===== src/logic/smrac_map.svh =====
// offsets, field positions, reset values and address windows of the region controller
`ifndef SMRAC_MAP_SVH
`define SMRAC_MAP_SVH
`define SMRAC_OFF_CTRL      8'h60
`define SMRAC_OFF_EXT       8'h61
`define SMRAC_CTRL_RESET    8'h02
`define SMRAC_EXT_RESET     8'h38
`define SMRAC_BIT_OPEN      6
`define SMRAC_BIT_CLOSE     5
`define SMRAC_BIT_LOCK      4
`define SMRAC_BIT_GEN       3
`define SMRAC_BASE_SEG      3'h2
`define SMRAC_BIT_HEN       7
`define SMRAC_BIT_ERR       6
`define SMRAC_EXT_FIXED     8'h38
`define SMRAC_BIT_TEN       0
`define SMRAC_CSEG_LO       32'h000A_0000
`define SMRAC_CSEG_HI       32'h000B_FFFF
`define SMRAC_HSEG_LO       32'hFEDA_0000
`define SMRAC_HSEG_HI       32'hFEDB_FFFF
`define SMRAC_TSEG_SIZE     32'h0010_0000
`endif


===== src/logic/smrac_pkg.sv =====
// types shared by the management-memory access controller
`default_nettype none
package smrac_pkg;
  // one processor or hub access presented for decode
  typedef struct packed {
    logic        valid;
    logic [31:0] addr;
    logic        smm;
    logic        code;
    logic        from_hub;
  } smrac_req_t;
  // routing decision for that access
  typedef struct packed {
    logic        valid;
    logic        to_dram;
    logic        to_hub;
    logic        refused;
    logic [31:0] dram_addr;
  } smrac_resp_t;
endpackage
`default_nettype wire


===== src/logic/smrac_top.sv =====
// management-memory access controller: control registers and access routing
//
// Functional notes
// open, close, lock work only when enabled
// software clears open before setting lock
// open and unlocked exposes region outside management mode
// software never sets open and close together
// close blocks data, keeps code references
// close covers low, high and top regions
// lock clears open, freezes listed fields
// lock set by write, cleared by reset
// global enable provides low region at A0000h
// high and top regions need global enable
// base segment field reads fixed 010
// no remap; otherwise forward to hub
// high alias redirects to A0000h-BFFFFh
// outside-mode extended access sets error, write-one clears
// cacheable and cache-level bits read one
// top enable maps 1 Mbyte top segment
// hub-initiated access never reaches low region
// reserved bits read zero, writes ignored
`timescale 1ns/1ps
`default_nettype none
`include "smrac_map.svh"
module smrac_top #(
  parameter logic [31:0] TSEG_BASE = 32'h0FF0_0000 // top segment start, 1 Mbyte aligned
) (
  input  wire logic                  clk_sys,     // 20 MHz core clock
  input  wire logic                  resetn,      // synchronous reset, active low
  input  wire logic                  cfg_wr,      // configuration byte write strobe
  input  wire logic                  cfg_rd,      // configuration byte read strobe
  input  wire logic [7:0]            cfg_addr,    // configuration byte offset
  input  wire logic [7:0]            cfg_wdata,   // write data
  output logic [7:0]                 cfg_rdata,   // read data, one cycle after strobe
  output logic                       cfg_rvalid,  // read data valid pulse
  output logic                       cfg_locked,  // frozen state for other config fields
  input  wire smrac_pkg::smrac_req_t req,         // access to decode
  output smrac_pkg::smrac_resp_t     resp         // routing decision, one cycle later
);
  import smrac_pkg::*;

  // refuse a top segment base that the range decode cannot serve
  if (TSEG_BASE[19:0] != 20'h0_0000)
  begin : g_tseg_align
    $error("top segment base must be 1 Mbyte aligned");
  end

  // ----------------------------------------------------------------
  // control register state
  // ----------------------------------------------------------------
  logic open_q, open_d, close_q, close_d, lock_q, lock_d, gen_q, gen_d;
  logic hen_q, hen_d, ten_q, ten_d, err_q, err_d;
  logic [7:0] rdata_q, rdata_d;
  logic rvalid_q, rvalid_d;
  logic err_set;

  // next values of the control bits
  always_comb
  begin
    open_d  = open_q;
    close_d = close_q;
    lock_d  = lock_q;
    gen_d   = gen_q;
    hen_d   = hen_q;
    ten_d   = ten_q;
    err_d   = err_q;
    if (cfg_wr && cfg_addr == `SMRAC_OFF_CTRL)
    begin
      if (!lock_q)
        gen_d = cfg_wdata[`SMRAC_BIT_GEN];
      if (gen_q)
      begin
        close_d = cfg_wdata[`SMRAC_BIT_CLOSE];
        if (!lock_q)
        begin
          lock_d = cfg_wdata[`SMRAC_BIT_LOCK];
          open_d = cfg_wdata[`SMRAC_BIT_LOCK] ? 1'b0 : cfg_wdata[`SMRAC_BIT_OPEN];
        end
      end
    end
    else if (cfg_wr && cfg_addr == `SMRAC_OFF_EXT)
    begin
      if (!lock_q)
      begin
        hen_d = cfg_wdata[`SMRAC_BIT_HEN];
        ten_d = cfg_wdata[`SMRAC_BIT_TEN];
      end
      if (cfg_wdata[`SMRAC_BIT_ERR])
        err_d = 1'b0;
    end
    if (err_set)
      err_d = 1'b1;                                         // set beats clear
  end

  // read mux; base segment and cache bits fixed, reserved zero
  always_comb
  begin
    rdata_d  = 8'h00;
    rvalid_d = cfg_rd;
    if (cfg_rd && cfg_addr == `SMRAC_OFF_CTRL)
    begin
      rdata_d[2:0]              = `SMRAC_BASE_SEG;
      rdata_d[`SMRAC_BIT_GEN]   = gen_q;
      rdata_d[`SMRAC_BIT_LOCK]  = lock_q;
      rdata_d[`SMRAC_BIT_CLOSE] = close_q;
      rdata_d[`SMRAC_BIT_OPEN]  = open_q;                   // bit 7 zero
    end
    else if (cfg_rd && cfg_addr == `SMRAC_OFF_EXT)
    begin
      rdata_d                   = `SMRAC_EXT_FIXED;
      rdata_d[`SMRAC_BIT_HEN]   = hen_q;
      rdata_d[`SMRAC_BIT_ERR]   = err_q;
      rdata_d[`SMRAC_BIT_TEN]   = ten_q;                    // bits 2:1 zero
    end
  end

  // register the control bits; lock drops only here
  always_ff @(posedge clk_sys)
  begin
    if (!resetn)
    begin
      open_q   <= 1'b0;
      close_q  <= 1'b0;
      lock_q   <= 1'b0;
      gen_q    <= 1'b0;
      hen_q    <= 1'b0;
      ten_q    <= 1'b0;
      err_q    <= 1'b0;
      rdata_q  <= 8'h00;
      rvalid_q <= 1'b0;
    end
    else
    begin
      open_q   <= open_d;
      close_q  <= close_d;
      lock_q   <= lock_d;
      gen_q    <= gen_d;
      hen_q    <= hen_d;
      ten_q    <= ten_d;
      err_q    <= err_d;
      rdata_q  <= rdata_d;
      rvalid_q <= rvalid_d;
    end
  end

  // ----------------------------------------------------------------
  // access decode
  // ----------------------------------------------------------------
  logic in_cseg, in_hseg, in_tseg, visible, hit_h, hit_t;
  smrac_resp_t resp_q, resp_d;

  // region hits and visibility of management memory
  always_comb
  begin
    in_cseg = req.addr >= `SMRAC_CSEG_LO && req.addr <= `SMRAC_CSEG_HI;
    in_hseg = req.addr >= `SMRAC_HSEG_LO && req.addr <= `SMRAC_HSEG_HI;
    in_tseg = req.addr >= TSEG_BASE && req.addr <= TSEG_BASE + (`SMRAC_TSEG_SIZE - 32'h1);
    visible = gen_q && (req.smm || (open_q && !lock_q))
              && !(close_q && !req.code);
    hit_h   = gen_q && hen_q && in_hseg;
    hit_t   = gen_q && ten_q && in_tseg;
    err_set = req.valid && !req.from_hub && !req.smm && (hit_h || hit_t);
  end

  // routing decision
  always_comb
  begin
    resp_d           = '0;
    resp_d.valid     = req.valid;
    resp_d.dram_addr = req.addr;
    if (req.valid)
    begin
      if (req.from_hub && in_cseg && gen_q)
        resp_d.refused = 1'b1;
      else if (!req.from_hub && in_cseg && visible)
        resp_d.to_dram = 1'b1;                              // address kept
      else if (!req.from_hub && hit_h && visible)
      begin
        resp_d.to_dram   = 1'b1;
        resp_d.dram_addr = {12'h000, req.addr[19:0]};
      end
      else if (!req.from_hub && hit_t && visible)
        resp_d.to_dram = 1'b1;
      else
        resp_d.to_hub = 1'b1;
    end
  end

  // register the decision
  always_ff @(posedge clk_sys)
  begin
    if (!resetn)
      resp_q <= '0;
    else
      resp_q <= resp_d;
  end

  assign cfg_rdata  = rdata_q;
  assign cfg_rvalid = rvalid_q;
  assign cfg_locked = lock_q;
  assign resp       = resp_q;
endmodule
`default_nettype wire


===== config.mk =====
export PLATFORM = sky130hd
export DESIGN_NAME = smrac_top
export DESIGN_NICKNAME = d
export VERILOG_FILES = /design/src/logic/smrac_pkg.sv /design/src/logic/smrac_top.sv
export VERILOG_INCLUDE_DIRS = /design/src /design/src/logic
export SDC_FILE = /design/constraint.sdc
export NUM_CORES = 1
export LEC_CHECK = 0
export ABC_CLOCK_PERIOD_IN_PS = 1300
export BUFFER_PORTS_ARGS = -buffer_cell sky130_fd_sc_hd__clkbuf_2
export CAP_MARGIN = 20
export CORE_MARGIN = 5
export CORE_UTILIZATION = 30
export DETAILED_ROUTE_END_ITERATION = 10
export GPL_ROUTABILITY_DRIVEN = 0
export MAX_ROUTING_LAYER = met4
export PLACE_DENSITY = 0.59
export SKIP_LAST_GASP = 1
export SLEW_MARGIN = 20
export SYNTH_ARGS = -nofsm -noshare
export SYNTH_HDL_FRONTEND = slang
export SYNTH_SLANG_ARGS = --single-unit

===== constraint.sdc =====
create_clock -name clk_sys -period 1.3 [get_ports clk_sys]
set_input_delay 0.13 -clock clk_sys [delete_from_list [all_inputs] [get_ports clk_sys]]
set_output_delay 0.13 -clock clk_sys [all_outputs]
set_load 0.005 [all_outputs]

==> impl_results.md <==
* Outcome: complete, but fails checks
* Failing checks: setup timing
* CP Launch Type: flop
* Total congestion overflow at 0
* DPL Wire Length at 3528 um
* Peak Freq at 767.2 MHz
* Crit path largest cell delay at 0.35 ns
* Clk pwr share at 0.352
* # DRC at 0
* CTS H-tree lvls at 2
* Tot GR Track Use at 0.1186
* # nets final at 343
* Worst reg2reg setup slack at -0.003 ns
* Ys flop type: dfxtp_1
* Minimum clock period after layout at 1.303 ns
* Crit path kind: flop to flop
* CP Data Arrival Time at 1.50 ns
* First-pass GRT wire length at 6768 um
* Reg clk slew, reported paths at 0.09 ns
* Cell count after synthesis at 168
* Die height at 86.88 um
* Setup slack after layout at -0.003436 ns
* Sw Ratio at 0.2090
* DP Area at 0.002455 mm^2
* Max cap viols at 0
* Adder-cell area share of the yosys netlist at 0
* Vias in the first global route at 1530
* Initial antenna violation count at 0
* Worst Hold Depth at 2
* Avg WL per Cell at 12.38 um
* Largest family of logic cells by synthesized area: simple AND/OR/NAND/NOR gates
* Combinational power share at 0.095
* Worst Path Max Fanout at 4
* Vias per cell at 4.309
* Via count at 1560
* IO Port Bufs at 98
* M2 GR Usage at 0.1870
* Share of cells above drive strength 1 at 0.4913
* Critical path, cell by cell: nand3_2 > nor4_4 > buf_6 > buf_6 > a211oi_2 > o21a_1
* Crit-path leading delay family: simple AND/OR/NAND/NOR gates
* Power Density at 1124 mW/mm^2
* Clock tree root buffer cell: clkbuf_8
* Syn_nets at 224
* Clk buf depth at 2
* Gr busiest metal: met2
* Final setup fails at 1
* Largest net degree at the start of global routing at 16
* Worst path most repeated cell: buf_6
* Critical Path Sink Type: flop
* Slew Limit Fails at 0
* Final Hold Fails at 0
* RSZ-0062 raised after global routing: yes
* Design Power at 2.956 mW
* Total wire length at 4482 um
* Core Box Area at 0.005816 mm^2
* Boundary pin count at 102
* Simple logic cell fraction of the synthesized area at 0.3013
* Static leakage at 1.286 nW
* Die width at 86.88 um
* Drt pass-1 iters at 4
* Internal power at 2.339 mW
* Hold EP: resp[10]
* Post-synthesis compound-gate area fraction at 0.07833
* Hold slack at 0.02676 ns
* Post-synthesis mux area share at 0.01694
* Ys Warns at 0
* Clock Skew at 0.007248 ns
* R2r endpoint: resp[33]
* Peak VDD IR at 0.5346 mV
* EDFF count, synth at 0
* P&R area growth vs syn at 48.41%
* Routed Antenna Nets at 0
* Starting Density at 0.3049
* Worst path required time at 1.50 ns
* Rows at 28
* #FFs+latches synth at 51
* Clk_lat worst skew at 0.29 ns
* Distinct cells, synth at 41
* Xor-xnor portion of the synthesized cell area at 0
* Reg2reg start: hen_q
* Worst reg2reg path depth at 6
* CTS sink cnt at 51
* Worst path slowest cell: dfxtp_2
* M1 GR Usage at 0.1368
* Non-filler cells in the finished layout at 362
* Die ar. at 0.007547 mm^2
* Sequential Power Share at 0.553
* Net Switching at 617.7 uW
* Post-synth ARST share at 0
* Register area share after synthesis at 0.5759
* Diode count at 0
* Hold Crit Class: input port to flop
* # hold bufs at CTS at 0
* Period utilization at 1.003
* Mean post-synth cell area at 10.55 um^2
* Final Cell Area at 0.002631 mm^2
* Num CTS Buffers at 5
* Synthesized area at 0.001773 mm^2
* Met3 Use GR at 0.04825
* Drt initial violations at 38
* Hold Startpoint: req[13]
* Placed Cells at 352
* WP buf/inv at 2
* CTS tree: yes
==> power groups by stage <==
| stage | Sequential, mW | Clock (mW) | Combinational [mW] |
|---|---|---|---|
| 6_report | 1.63 | 1.04 | 0.281 |
| 5_1_grt | 1.64 | 1.15 | 0.313 |
| 4_1_cts | 1.63 | 1.08 | 0.276 |
| 3_5_place_dp | 1.67 | 0 | 0.276 |
| 3_3_place_gp | 1.67 | 0 | 0.273 |
| 2_1_floorplan | 1.68 | 0 | 0.0813 |
==> through the flow <==
step                setup WS (ns)    util  setup TNS [ns]
finish                  -0.003436  0.4525       -0.003436
floorplan                -0.03355       -         -0.3355
global placement          -0.2214  0.4221          -2.601
global route             -0.04042  0.4525         -0.2398
detailed placement        -0.2729  0.4221          -3.105
CTS                       0.01288  0.4400               0
==> worst register-to-register path: stages, from the launching register on <==
cell and delay (ns):
dfxtp_2 0.35, nand3_2 0.09, nor4_4 0.28, buf_6 0.17, buf_6 0.10, a211oi_2 0.05, o21a_1 0.18
==> worst max path at each step <==
stage,from,endpoint,slack [ns],depth (start not counted)
4_1_cts,gen_q,resp[22],0.01,4
2_1_floorplan,req[27],resp[20],-0.03,4
6_report,hen_q,resp[33],-0.003,6
3_3_place_gp,req[27],resp[23],-0.22,5
3_5_place_dp,req[27],resp[22],-0.27,5
5_1_grt,hen_q,resp[30],-0.04,5
==> sequential cells by signal, indices dropped and copies added, names as in the netlist <==
register and count:
close_q 1, gen_q 1, resp 36, hen_q 1, cfg_rdata 7, cfg_rvalid 1, open_q 1, err_q 1
cfg_locked 1, ten_q 1
==> timing repair <==
item,in CTS,in global routing
resized for setup,1,11
hold endpoints to repair,0,0
pin swaps,1,5
gates cloned,0,1
buffers inserted,0,2
setup endpoints to repair,10,11
==> cell usage after synthesis (all sizes together) (3+ instances only) <==
cell type  instances  share of area
nor2               4         0.0085
nor3               3         0.0085
and2              34           0.12
nor4               5          0.030
nand3              3         0.0085
mux2i              3          0.017
inv                6          0.013
clkbuf             4         0.0085
nand2             20          0.044
and3               4          0.015
dfxtp             51           0.58
==> cells by family after synthesis <==
family,count (synthesis)
AO/OA/AOI/OAI,15
buffers and inverters,11
flip-flops,51
multiplexers,3
other,1
AND/OR/NAND/NOR,87
==> cells in the final DEF, fill, tap and decap left out, drive strengths merged, types with 3 or more instances in the layout <==
cell type,n
nor4,5
buf,18
nor2,4
mux2i,3
nor3,3
clkbuf,104
nand2,20
nand3,3
and3,4
and2,34
dfxtp,51
inv,6
==> metal layers <==
metal  vias to the layer above  part of all wire
met5                         -                 0
met4                         0             0.012
met3                         5             0.094
met2                        58              0.47
met1                       689              0.42
li1                        808                 -
==> layout make-up <==
cell class	count	area (um^2)
clock buffers	6	72.57
clock inverters	1	30.03
fillers	599	3184
inverters	6	22.52
multi-input cells	107	755.7
flip-flops and latches	51	1023
well taps	75	93.84
repair buffers	116	633.1
(Power assumes the default switching activity.)
